==> src/pkg/adcc_pkg.sv <==
// How it works
// - any control register write aborts conversion, restarts in software trigger mode unless channel is all ones
// - compare off: done flag bit 7 sets at every conversion end
// - compare on: done flag sets only when compare condition is true
// - done flag clears on control write and on low result byte read
// - done flag set with enable bit 6 high raises completion interrupt
// - continuous bit 5 low: one conversion per start event
// - continuous bit high: repeated conversions after the start event
// - channel field bits 4:0 picks input, high or low reference
// - all-ones channel turns converter off and isolates the input
// - all-ones write stops continuous conversions at once, no extra conversion
// - single mode drops converter to low power after a conversion completes
// - up to 28 analog inputs, chosen by the channel field
// - trigger select picks software write or hardware trigger start
// - compare enable bit gates whether completion sets the done flag
// - reserved channel code still converts, value undefined
package adcc_pkg;
    localparam logic [11:0] OFS_CTRL     = 12'h000; // status/control
    localparam logic [11:0] OFS_CFG      = 12'h004; // trigger select, compare enable
    localparam logic [11:0] OFS_RESULT   = 12'h008; // low result byte (read clears flag)
    localparam logic [11:0] OFS_IRQ_STAT = 12'h00c; // sticky events, write one to clear
    localparam logic [11:0] OFS_IRQ_MASK = 12'h010;
    localparam int          BIT_DONE     = 7;
    localparam int          BIT_IEN      = 6;
    localparam int          BIT_CONT     = 5;
    localparam int          BIT_TRGSEL   = 0;
    localparam int          BIT_CMPEN    = 1;
    localparam int          BIT_ACTIVE   = 2;
    localparam logic [4:0]  CH_LAST_IN   = 5'h1b;
    localparam logic [4:0]  CH_RESERVED  = 5'h1c;
    localparam logic [4:0]  CH_REF_HIGH  = 5'h1d;
    localparam logic [4:0]  CH_REF_LOW   = 5'h1e;
    localparam logic [4:0]  CH_OFF       = 5'h1f;
    localparam logic [7:0]  CTRL_RESET   = 8'h1f; // disabled out of reset
    localparam int          NUM_INPUTS   = 28;
    localparam int          CONV_CYCLES  = 16;
endpackage

==> src/core/adcc_top.sv <==
`timescale 1ns/1ns
// conversion control with apb register access
module adcc_top
    import adcc_pkg::*;
#(
    parameter int CYCLES = CONV_CYCLES
) (
    input  wire logic        clk,
    input  wire logic        nrst,
    input  wire logic        psel,
    input  wire logic        penable,
    input  wire logic        pwrite,
    input  wire logic [11:0] paddr,
    input  wire logic [31:0] pwdata,
    output logic      [31:0] prdata,
    output logic             pready,
    output logic             pslverr,
    input  wire logic        hw_trigger_input,
    input  wire logic        compare_true,
    input  wire logic [7:0]  conv_result,
    output logic      [4:0]  channel_select,
    output logic             converter_on,
    output logic             sample_start,
    output logic             done_irq,
    output logic             irq
);
    logic [7:0]  ctrl_r;
    logic [7:0]  ctrl_nxt;
    logic [1:0]  cfg_r;
    logic [1:0]  cfg_nxt;
    logic [7:0]  result_r;
    logic [7:0]  result_nxt;
    logic [1:0]  stat_r;
    logic [1:0]  stat_nxt;
    logic [1:0]  mask_r;
    logic [1:0]  mask_nxt;
    logic [31:0] prdata_r;
    logic [31:0] prdata_nxt;
    logic        pready_r;
    logic        pready_nxt;
    logic        pslverr_r;
    logic        pslverr_nxt;
    logic        done_irq_r;
    logic        irq_r;
    logic        convOn_r;
    logic        convOn_nxt;
    logic        start_r;
    logic        trigPrev_r;
    logic        wrCtrl;
    logic        rdResult;
    logic        access;
    logic        commit;
    logic        hwEdge;
    logic        startReq;
    logic        abortReq;
    logic        busy;
    logic        convDone;
    logic        chanOff;
    logic        flagSet;

    // first access cycle prepares the answer; side effects wait for the ready edge
    assign access   = psel && penable && !pready_r;
    assign commit   = psel && penable && pready_r;
    assign wrCtrl   = commit && pwrite && paddr == OFS_CTRL;
    assign rdResult = commit && !pwrite && paddr == OFS_RESULT;
    assign hwEdge   = hw_trigger_input && !trigPrev_r;
    assign chanOff  = ctrl_nxt[4:0] == CH_OFF;

    // start sources; continuous mode rearms itself at every done that no control write meets
    always_comb begin
        abortReq = wrCtrl;
        startReq = 1'b0;
        if (!chanOff) begin
            if (cfg_r[BIT_TRGSEL] == 1'b0) begin
                startReq = wrCtrl;
            end else begin
                startReq = hwEdge && !busy && !convOn_r;
            end
            if (convDone && ctrl_r[BIT_CONT] && !wrCtrl) begin
                startReq = 1'b1;
            end
        end
    end

    // done flag gating by compare enable
    assign flagSet = convDone && (!cfg_r[BIT_CMPEN] || compare_true);

    // register next state; hardware set of sticky bits beats a clear
    always_comb begin
        ctrl_nxt    = ctrl_r;
        cfg_nxt     = cfg_r;
        mask_nxt    = mask_r;
        stat_nxt    = stat_r;
        result_nxt  = result_r;
        prdata_nxt  = prdata_r;
        pslverr_nxt = 1'b0;
        pready_nxt  = access;
        convOn_nxt  = convOn_r;
        if (access && pwrite) begin
            if (paddr != OFS_CTRL && paddr != OFS_CFG && paddr != OFS_RESULT
                    && paddr != OFS_IRQ_STAT && paddr != OFS_IRQ_MASK) begin
                pslverr_nxt = 1'b1;
            end
        end else if (access) begin
            if (paddr == OFS_CTRL) begin
                prdata_nxt = {24'h0, ctrl_r};
            end else if (paddr == OFS_CFG) begin
                prdata_nxt = {29'h0, busy, cfg_r};
            end else if (paddr == OFS_RESULT) begin
                prdata_nxt = {24'h0, result_r};
            end else if (paddr == OFS_IRQ_STAT) begin
                prdata_nxt = {30'h0, stat_r};
            end else if (paddr == OFS_IRQ_MASK) begin
                prdata_nxt = {30'h0, mask_r};
            end else begin
                prdata_nxt  = 32'h0;
                pslverr_nxt = 1'b1;
            end
        end
        // writes and the read clear land only at the edge where ready is high
        if (commit && pwrite) begin
            if (paddr == OFS_CTRL) begin
                ctrl_nxt = {1'b0, pwdata[6:0]};
            end else if (paddr == OFS_CFG) begin
                cfg_nxt = pwdata[1:0];
            end else if (paddr == OFS_IRQ_STAT) begin
                stat_nxt = stat_r & ~pwdata[1:0];
            end else if (paddr == OFS_IRQ_MASK) begin
                mask_nxt = pwdata[1:0];
            end
        end else if (rdResult) begin
            ctrl_nxt[BIT_DONE] = 1'b0;
        end
        if (flagSet && !wrCtrl) begin
            ctrl_nxt[BIT_DONE] = 1'b1;
            result_nxt = conv_result; // reserved codes give undefined data
            stat_nxt[0] = 1'b1;
        end
        if (flagSet && rdResult) begin
            ctrl_nxt[BIT_DONE] = 1'b1; // set wins over the read clear
        end
        if (hwEdge && cfg_r[BIT_TRGSEL]) begin
            stat_nxt[1] = 1'b1;
        end
        // power follows activity: off after a single conversion or on a control write that starts nothing
        if (startReq) begin
            convOn_nxt = 1'b1;
        end else if (wrCtrl || (convDone && !ctrl_r[BIT_CONT])) begin
            convOn_nxt = 1'b0;
        end
    end

    always_ff @(posedge clk or negedge nrst) begin
        if (!nrst) begin
            ctrl_r     <= CTRL_RESET;
            cfg_r      <= 2'h0;
            mask_r     <= 2'h0;
            stat_r     <= 2'h0;
            result_r   <= 8'h00;
            prdata_r   <= 32'h0;
            pready_r   <= 1'b0;
            pslverr_r  <= 1'b0;
            convOn_r   <= 1'b0;
            start_r    <= 1'b0;
            trigPrev_r <= 1'b0;
            done_irq_r <= 1'b0;
            irq_r      <= 1'b0;
        end else begin
            ctrl_r     <= ctrl_nxt;
            cfg_r      <= cfg_nxt;
            mask_r     <= mask_nxt;
            stat_r     <= stat_nxt;
            result_r   <= result_nxt;
            prdata_r   <= prdata_nxt;
            pready_r   <= pready_nxt;
            pslverr_r  <= pslverr_nxt;
            convOn_r   <= convOn_nxt;
            start_r    <= startReq;
            trigPrev_r <= hw_trigger_input;
            done_irq_r <= ctrl_nxt[BIT_DONE] && ctrl_nxt[BIT_IEN];
            irq_r      <= |(stat_nxt & mask_nxt);
        end
    end

    // conversion timing; the datapath itself is outside this block
    adcc_conv_timer #(
        .CYCLES (CYCLES)
    ) u_timer (
        .clk   (clk),
        .nrst  (nrst),
        .start (startReq),
        .abort (abortReq),
        .busy  (busy),
        .done  (convDone)
    );

    assign prdata         = prdata_r;
    assign pready         = pready_r;
    assign pslverr        = pslverr_r;
    assign channel_select = ctrl_r[4:0];
    assign converter_on   = convOn_r;
    assign sample_start   = start_r;
    assign done_irq       = done_irq_r;
    assign irq            = irq_r;
endmodule

==> src/core/adcc_conv_timer.sv <==
`timescale 1ns/1ns
// conversion sequencer stand-in: counts a conversion and pulses done
module adcc_conv_timer
    import adcc_pkg::*;
#(
    parameter int CYCLES = CONV_CYCLES
) (
    input  wire logic clk,
    input  wire logic nrst,
    input  wire logic start,
    input  wire logic abort,
    output logic      busy,
    output logic      done
);
    logic [7:0] cnt_r;
    logic [7:0] cnt_nxt;
    logic       busy_r;
    logic       busy_nxt;
    logic       done_r;
    logic       done_nxt;

    // abort wins over the end of count so an aborted conversion never completes
    always_comb begin
        cnt_nxt  = cnt_r;
        busy_nxt = busy_r;
        done_nxt = 1'b0;
        if (start) begin
            cnt_nxt  = 8'h00;
            busy_nxt = 1'b1;
        end else if (abort) begin
            busy_nxt = 1'b0;
        end else if (busy_r) begin
            if (cnt_r == 8'(CYCLES - 1)) begin
                busy_nxt = 1'b0;
                done_nxt = 1'b1;
            end else begin
                cnt_nxt = cnt_r + 8'h01;
            end
        end
    end

    always_ff @(posedge clk or negedge nrst) begin
        if (!nrst) begin
            cnt_r  <= 8'h00;
            busy_r <= 1'b0;
            done_r <= 1'b0;
        end else begin
            cnt_r  <= cnt_nxt;
            busy_r <= busy_nxt;
            done_r <= done_nxt;
        end
    end

    assign busy = busy_r;
    assign done = done_r;
endmodule

==> config.mk <==
export PLATFORM = sky130hd
export DESIGN_NAME = adcc_top
export DESIGN_NICKNAME = d
export VERILOG_FILES = /design/src/pkg/adcc_pkg.sv /design/src/core/adcc_top.sv /design/src/core/adcc_conv_timer.sv
export SDC_FILE = /design/constraint.sdc
export NUM_CORES = 1
export LEC_CHECK = 0
export ABC_AREA = 0
export BUFFER_PORTS_ARGS = -buffer_cell sky130_fd_sc_hd__buf_2
export CAP_MARGIN = 20
export CORE_AREA = 2 2 73 75
export CTS_CLUSTER_DIAMETER = 40
export DETAILED_ROUTE_END_ITERATION = 8
export DIE_AREA = 0 0 75 77
export HOLD_SLACK_MARGIN = 0.1
export PLACE_DENSITY_LB_ADDON = 0.1
export SLEW_MARGIN = 20
export SYNTH_ARGS = -nofsm -noshare
export SYNTH_HDL_FRONTEND = slang
export SYNTH_SLANG_ARGS = --single-unit
==> constraint.sdc <==
create_clock -name clk -period 4.1 [get_ports clk]
set_input_delay 0.41 -clock clk [delete_from_list [all_inputs] [get_ports clk]]
set_output_delay 0.41 -clock clk [all_outputs]
set_load 0.01 [all_outputs]
==> results_dict.tcl, run 1 <==
set metrics [dict create \
    yosys.area.top_type_share_pct 41.96 \
    crit_type "in2reg" \
    synthesis.area_um2 2505 \
    core_area_um2 4977 \
    yosysWarnings 0 \
    multi_input_area_um2 1141 \
    cp-end-kind "register" \
    rsz0062_at_grt "no" \
    die_y_um 77 \
    fin_crit_sh_pct 57.02 \
    dr.first_iter.drc_count 101 \
    ys_async_sr_fraction_pct 100.0 \
    cts.htree.levels 2 \
    yosys-top-cells-area "dfrtp_1 (42%), buf_4 (8.7%), dfstp_2 (5.2%), nand2_1 (5.2%), mux2_4 (4.8%)" \
    initial_utilization_pct 50.33 \
    clk_latency_ns 0.31 \
    core.rowCount 26 \
    grt-ovfl-total 0 \
    die_area_um2 5775 \
    cts_tree "built" \
    synth-main-ff-cell "dfrtp_1" \
    critPathMaxFanout 11 \
    post_cts_resized 0 \
    avgRoutedWirePerCell_um 14.04 \
    grt_use_total_pct 19.04 \
    drc 0 \
    status "finished clean" \
    crit_arrival_ns 2.55 \
    layout.nets 358 \
    drive_above_1_share_pct 29.10 \
    dp_slack_ns 1.420 \
    regArea_um2 1182 \
    instances_no_fill 369 \
    ys_ff_latch 47 \
    ios 102 \
    grt_max_degree 48 \
    ys_seq_area_share_pct 47.20 \
    finalSetupViolations 0 \
    ir_drop_uv 253.5 \
    fin_setup_tns_ns 0 \
    reg2reg_slack_ns 1.93 \
    routabilityCongestion 0.7715 \
    grt_pass1_wl_mm 8.383 \
    clockRootBuffer "clkbuf_8" \
    synth_edf_count 0 \
    area_delta_synth_final_pct 10.89 \
    synth_top_area_cell "dfrtp_1" \
    nFillCells 487 \
    syn_avg_cell_area_um2 10.06 \
    port-buffer-count 52 \
    p_per_area_nw_per_um2 415.9 \
    clock_path_buffers 2 \
    n_antenna_cell 0 \
    drv_slew 0 \
    firstDrtPassIters 4 \
    hpwl_mm 3.826 \
    max_clock_freq_mhz 427.7 \
    relSlewSlack_pct 35.89 \
    placedCellCount 361 \
    routed_wl_mm 5.179 \
    finalHoldViolations 0 \
    startpoint_type "input pin" \
    via_count 1880 \
    die_w_um 75 \
    p_leak_uw 0.001321 \
    antenna_found_initial 0 \
    required_ns 4.31 \
    postCtsSetupBuffers 0 \
    hold_class "in2async" \
    max_cap_violations 0 \
    min_period_ns 2.338 \
    ant_nets 0 \
    clock-sinks 47 \
    postCtsHoldBufs 0 \
    finClkSkew_ns 0.01027 \
    grt_pass1_vias 1725 \
    drt-vias-per-instance 5.095 \
    synthCells 249 \
    clkTransAtPathRegs_ns 0.09 \
    yosysUniqueCellTypes 49 \
    fin_ws_ns 1.762 \
    worstMarginPinSlew_ns 0.9516 \
    cts-buffers-inserted 5 \
]
==> metal layers <==
metal / global-route usage [%] / vias up / part of all wire, %
li1: - / 933 / -
met3: 4.205 / 8 / 4.2
met4: 6.429 / 0 / 1.3
met2: 27.63 / 45 / 45
met5: 0 / - / 0
met1: 27.91 / 894 / 50
==> cell type report <==
type / instances / share of cell area [%]
Tap cell: 70 / 3.153
Inverter: 2 / 0.2703
Timing Repair Buffer: 53 / 9.730
Multi-Input combinational cell: 189 / 41.08
Sequential cell: 47 / 42.57
Clock buffer: 5 / 2.477
Clock inverter: 3 / 0.7207
==> cells in the mapped netlist (all sizes together), types with 3 or more instances <==
cell type / number
dfstp: 5
a21oi: 12
o31ai: 4
dfrtp: 42
nor2b: 3
or4: 3
nand3: 7
nand2b: 6
mux2: 12
nand2: 35
nor2: 15
o21ai: 16
or3: 8
nand3b: 3
nor3: 4
buf: 31
nor4: 4
and3: 3
clkbuf: 3
a22oi: 5
==> per-stage QoR <==
stage	hold slack (ns)	utilization [%]	cell area (µm²)	total power, µW
after floorplan	0.1144	-	2591	809.6
after global placement	0.4596	53.97	2686	876.7
after detailed placement	0.4687	53.97	2686	883.4
after CTS	0.2131	55.76	2775	1166
after global routing	0.1421	55.81	2778	1226
final	0.09943	55.81	2778	1155
==> sequential cells by signal, indices dropped and copies added (netlist names), 2 cells and up <==
signal         cells
ctrl_r             8
cfg_r              2
stat_r             2
mask_r             2
u_timer.cnt_r      8
prdata             8
result_r           8
==> critical path, cell delays in order <==
cell and delay [ns]:
buf_2 0.10, or4_4 0.55, nor4_4 0.43, and3_4 0.36, mux2_2 0.46, a31o_2 0.24
==> worst paths after layout <==
| path | startpoint | end | cells past startpoint |
|---|---|---|---|
| setup / recovery | paddr[9] | converter_on | 6 |
| hold / removal | nrst | result_r[0] | 1 |
| setup reg to reg | pready | u_timer.cnt_r[2] | 5 |
| hold reg to reg | ctrl_r[2] | ctrl_r[2] | 2 |
| max in group asynchronous | nrst | u_timer.cnt_r[0] | 1 |
| min in group clk | hw_trigger_input | trigPrev_r | 1 |
==> layout by cell type (no fill, tap or decap), types with 2 or more instances in the layout <==
master and instances:
nand3_1 7, mux2_4 8, nor2_1 14, conb_1 24, clkinvlp_4 2, o31ai_1 4
nor2b_1 3, a221oi_1 2, clkbuf_8 5, nand3b_1 3, nor4_1 3, dfstp_2 5
or3_1 8, dfrtp_1 42, a31oi_1 2, or4_1 2, nor3_1 4, o2bb2ai_1 2
o21ai_0 15, nand2b_1 6, inv_1 2, or2_2 2, buf_2 51, a22oi_1 5
buf_4 2, and4_1 2, nand2_1 35, nand4_1 2, a21oi_1 12, mux2_2 4
and3_1 2
==> power by group <==
part | switching (µW) | internal, µW
registers | 69.7 | 554
clock network | 162 | 119
logic | 128 | 123
==> cell families (layout without fill, tap and decap cells) <==
kind of cell | after synthesis | count (layout) | synth area share (%)
buffers and inverters | 36 | 63 | 10.69
adders and majority gates | 1 | 1 | 0.4994
muxes | 13 | 13 | 6.993
and+or+nand+nor | 99 | 99 | 21.23
xor gates and xnor gates | 1 | 1 | 0.3497
other | 1 | 24 | 0.1497
AOI/OAI and AO/OA | 51 | 51 | 12.89
DFF | 47 | 47 | 47.20
Note: power is estimated with default switching activity, not from simulation.
==> run 2: changes to the inputs <==
Settings changed: ABC_AREA 0 to 1, CORE_AREA 2 2 73 75 to 2 2 80 82, DIE_AREA 0 0 75 77 to 0 0 82 84.
Clock period 4.1 ns to 2.1 ns, I/O delays scaled along.
==> run 2 against run 1 <==
Net effect:
- routed wire length rose by 2.9%
- sequential cell count did not move
- core utilization fell by 6.5 points
- largest cell class unchanged
==> results_dict.tcl, run 2 <==
set metrics [dict create \
    finalHoldViolations 0 \
    crit_arrival_ns 1.97 \
    syn_avg_cell_area_um2 8.261 \
    clkTransAtPathRegs_ns 0.09 \
    n_antenna_cell 0 \
    clock-sinks 47 \
    cp_cell_sequence "nand3_1, nor2_4, nand3_4, inv_2, nand2_1, nand2_2, nand2_2, o21bai_1, nand2_1" \
    ys_async_sr_fraction_pct 100.0 \
    port-buffer-count 52 \
    drt-vias-per-instance 4.521 \
    hpwl_mm 4.100 \
    min_to "result_r[0]" \
    routed_wl_mm 5.331 \
    drc 0 \
    cts_tree "built" \
    synth-main-ff-cell "dfrtp_1" \
    fin_crit_sh_pct 84.97 \
    initial_utilization_pct 42.28 \
    r2r_end "converter_on" \
    area_delta_synth_final_pct 16.50 \
    hold_path_startpoint "conv_result[0]" \
    grt_pass1_vias 1959 \
    yosysWarnings 0 \
    yosysMostFrequentCell "nand2_1" \
    drv_slew 0 \
    required_ns 2.28 \
    layout.nets 433 \
    core_area_um2 6096 \
    reg2reg_depth 9 \
    layout_commonest_cell "nand2_1" \
    routabilityCongestion 0.8383 \
    clock_path_buffers 2 \
    synthCells 312 \
    ant_nets 0 \
    core.rowCount 29 \
    min_period_ns 1.784 \
    ios 102 \
    die_w_um 82 \
    antenna_found_initial 0 \
    drive_above_1_share_pct 27.81 \
    max_clock_freq_mhz 560.4 \
    holdPathStages 3 \
    die_y_um 84 \
    via_count 2039 \
    reg2reg_from "pready" \
    finalSetupViolations 0 \
    startpoint_type "register" \
    placedCellCount 438 \
    ys_seq_area_share_pct 45.87 \
    die_area_um2 6888 \
    post_cts_resized 0 \
    cpMaxStageDelayCell "dfrtp_1" \
    grt_max_degree 48 \
    synthTopCellsByCount "nand2_1 (82), dfrtp_1 (42), buf_4 (29), inv_1 (28), nor2_1 (27)" \
    final_cell_mix "nand2_1 (82), buf_2 (52), dfrtp_1 (42)" \
    synth_edf_count 0 \
    max_stage_delay_ns 0.39 \
    cts.htree.levels 2 \
    clockRootBuffer "clkbuf_8" \
    yosysUniqueCellTypes 32 \
    max_cap_violations 0 \
    ir_drop_uv 341.8 \
    avgRoutedWirePerCell_um 11.82 \
    grt_use_total_pct 16.39 \
    reg2reg_slack_ns 0.32 \
    firstDrtPassIters 4 \
    p_leak_uw 0.001613 \
    status "finished clean" \
    critPathMaxFanout 16 \
    synthesis.area_um2 2577 \
    fin_setup_tns_ns 0 \
    hold_class "in2reg" \
    clk_latency_ns 0.30 \
    ys_ff_latch 47 \
    cts-buffers-inserted 5 \
    finClkSkew_ns 0.008628 \
    crit_type "reg2reg" \
    synth_top_area_cell "dfrtp_1" \
    p_per_area_nw_per_um2 593.1 \
    grt-ovfl-total 0 \
    yosys.area.top_type_share_pct 40.78 \
    grt_pass1_wl_mm 8.707 \
    instances_no_fill 451 \
    dr.first_iter.drc_count 81 \
    yosys-top-cells-area "dfrtp_1 (41%), nand2_1 (12%), buf_4 (8.4%), dfstp_2 (5.1%), inv_1 (4.1%)" \
    power_uw 1781 \
    cp-end-kind "register" \
    rsz0062_at_grt "no" \
]
run 2: cell types whose count changed in the layout (fill, tap and decap cells not counted), moves of 6 or more:
cell,previous run,this run
nor2_2,0,10
inv_1,2,28
nand2b_1,6,0
nand2_1,35,82
a21oi_1,12,2
nor2_1,14,27
or3_1,8,0
nand3_1,7,18
mux2_4,8,0
nand2_2,0,9
run 2: repair_timing:
item,in CTS,in global routing
endpoints found under the hold margin,44,2
hold buffers,3,2
buffers inserted,0,0
run 2: logic make-up (layout without fill, tap and decap cells):
kind of cell	after synthesis	in the layout	synth area share, %
buffers and inverters	66	105	14.17
flip-flops	47	47	45.87
AO/OA/AOI/OAI	24	24	5.728
adder cells (fa/ha/maj)	1	1	0.4854
other	1	24	0.1455
AND/OR/NAND/NOR	167	167	31.55
XOR/XNOR	6	6	2.039
run 2: final cells by class:
type	count	area [µm²]
Timing Repair Buffer	62	360.3
Fill cell	637	3093
Tap cell	77	96.34
Sequential cell	47	1182
Inverter	35	131.4
Clock buffer	5	68.82
Multi-Input combinational cell	222	1116
Clock inverter	3	47.55
run 2: layer usage:
metal / vias up / GRT usage [%] / part of all wire [%]
met4: 0 / 4.091 / 0.83
li1: 1045 / - / -
met3: 5 / 3.680 / 4.3
met5: - / 0 / 0
met2: 49 / 27.20 / 48
met1: 940 / 21.42 / 47
run 2: critical path: cells and delay by family, from the launching register on:
family	cells	cell delay [ns]
simple gates	7	0.93
flops	1	0.39
compound gates	1	0.20
buf+inv	1	0.14
run 2: worst max-delay path by stage:
stage,start,end,slack [ns]
2_1_floorplan,pready,converter_on,0.52
3_3_place_gp,pready,converter_on,0.35
5_1_grt,pready,u_timer.busy,0.15
3_5_place_dp,pready,u_timer.cnt_r[4],0.31
4_1_cts,pready,converter_on,0.29
6_report,pready,converter_on,0.32
run 2: stage by stage:
step	utilization (%)	hold slack, ns	setup WS, ns	instance area, µm²
6_report	49.26	0.1135	0.3155	3003
5_1_grt	49.26	0.1178	0.1451	3003
4_1_cts	48.93	0.1010	0.2938	2983
3_5_place_dp	46.53	0.2198	0.3130	2836
3_3_place_gp	46.53	0.2144	0.3496	2836
2_1_floorplan	-	-0.08559	0.5218	2664
run 2: power by group:
part | internal [µW] | switching (µW)
registers | 927 | 11.2
logic | 65.0 | 99.9
clock network | 361 | 317
==> run 3: changes to the inputs <==
Settings changed: ABC_AREA 1 to 0, CORE_AREA 2 2 80 82 to 2 2 76 78, DIE_AREA 0 0 82 84 to 0 0 78 80.
Clock period 2.1 ns to 1.7 ns, I/O delays scaled along.
==> run 3 against run 2 <==
Net effect:
- die area is 9.4% lower
- via count is 2.6% higher
- clock skew is 0.0042 ns higher
- total power is 69% higher
- critical path type is now in2reg
- highest routed layer unchanged
==> results_dict.tcl, run 3 (same netlist as run 1, synthesis figures left out) <==
set metrics [dict create \
    rsz0062_at_grt "no" \
    required_ns 1.89 \
    hold_path_startpoint "pwdata[0]" \
    nFillCells 499 \
    worstMarginPinSlew_ns 0.5901 \
    drc 0 \
    max_clock_freq_mhz 606.3 \
    grt_max_degree 48 \
    crit_arrival_ns 1.84 \
    instances_no_fill 419 \
    reg2reg_from "trigPrev_r" \
    final_cell_mix "buf_2 (52), dfrtp_1 (42), nand2_1 (35)" \
    cp_cell_sequence "buf_2, or4_4, nor4_4, and3_4, buf_4, nor2_4, buf_12, mux2_4" \
    layout.nets 406 \
    firstDrtPassIters 4 \
    grt-ovfl-total 0 \
    ios 102 \
    layout_commonest_cell "buf_2" \
    power_uw 3013 \
    drv_slew 0 \
    drt-vias-per-instance 4.993 \
    ir_drop_uv 440.6 \
    ant_nets 0 \
    clock_path_buffers 2 \
    clockRootBuffer "clkbuf_8" \
    startpoint "paddr[9]" \
    dpl-instance-area_um2 2938 \
    grt_use_total_pct 20.17 \
    fin_crit_sh_pct 97.02 \
    clkTransAtPathRegs_ns 0.08 \
    dp_slack_ns -0.2953 \
    p_per_area_nw_per_um2 921.3 \
    cts.htree.levels 2 \
    cts-buffers-inserted 5 \
    max_cap_violations 0 \
    initial_utilization_pct 46.34 \
    via_count 2092 \
    cts_tree "built" \
    relSlewSlack_pct 60.66 \
    routabilityCongestion 0.8542 \
    cp-end-kind "register" \
    hold_class "in2reg" \
    cp_num_buf_inv 3 \
    fin_ws_ns 0.05062 \
    finalHoldViolations 0 \
    placedCellCount 393 \
    startpoint_type "input pin" \
    crit_family "simple AND/OR/NAND/NOR gates" \
    die_y_um 80 \
    regArea_um2 1182 \
    status "finished clean" \
    port-buffer-count 52 \
    clk_latency_ns 0.31 \
    grt_pass1_vias 2043 \
    n_antenna_cell 0 \
    p_leak_uw 0.001574 \
    antenna_found_initial 0 \
    crit_type "in2reg" \
    die_area_um2 6240 \
    finalSetupViolations 0 \
    routed_wl_mm 5.927 \
    finClkSkew_ns 0.01282 \
    max_stage_delay_ns 0.56 \
    hpwl_mm 4.324 \
    core.rowCount 27 \
    multi_input_area_um2 1202 \
    drive_above_1_share_pct 37.46 \
    min_period_ns 1.649 \
    fin_hold_ws_ns 0.1193 \
    clock-sinks 47 \
    design_area_um2 3271 \
    grt_pass1_wl_mm 9.653 \
    die_w_um 78 \
    cpMaxStageDelayCell "or4_4" \
    core_area_um2 5405 \
    dr.first_iter.drc_count 114 \
    avgRoutedWirePerCell_um 14.15 \
    critPathMaxFanout 8 \
    area_delta_synth_final_pct 30.57 \
]
[run 3: through the flow]
step	util [%]	setup TNS (ns)
6_report	60.51	0
5_1_grt	60.51	0
4_1_cts	59.58	0
3_5_place_dp	54.35	-6.320
3_3_place_gp	54.35	-5.984
2_1_floorplan	-	-4.904
[run 3: where the power goes]
group,switching (µW),internal [µW]
Combinational,363,433
Clock,381,334
Sequential,166,1340
Total,910,2100
[run 3: per-layer routing]
metal	wire length, µm	track usage (%)	part of all wire (%)
met5	0	0	0
met4	80	7.719	1.3
met3	282	4.638	4.8
met2	2957	34.05	50
met1	2605	25.20	44
[run 3: worst paths after layout]
kind | endpoint | slack [ns] | cells after the start
setup / recovery | result_r[5] | 0.05 | 8
hold / removal | ctrl_r[0] | 0.12 | 3
setup reg to reg | u_timer.cnt_r[6] | 0.07 | 6
hold reg to reg | prdata[5] | 0.48 | 2
max in group asynchronous | cfg_r[0] | 0.81 | 3
min in group asynchronous | prdata[2] | 0.48 | 3
[run 3: worst register-to-register path, stage by stage (launching register included)]
cell and delay, ns:
dfrtp_1 0.37, nand3b_1 0.20, or3_4 0.36, a32oi_1 0.20, mux2_4 0.22, buf_4 0.13, a21oi_1 0.04
[run 3: area by class of cell]
cell class / instances / share of cell area (%)
Multi-Input combinational cell: 189 / 36.76
Sequential cell: 47 / 36.15
Timing Repair Buffer: 101 / 21.19
Tap cell: 72 / 2.754
Clock buffer: 7 / 2.640
Clock inverter: 1 / 0.2678
Inverter: 2 / 0.2295
[run 3: timing repair]
item,4_1_cts,5_1_grt
hold buffers,16,0
endpoints found under the hold margin,57,0
gates resized for setup,3,10
pin swaps,7,2
setup endpoints to repair,11,6
buffers inserted,1,1
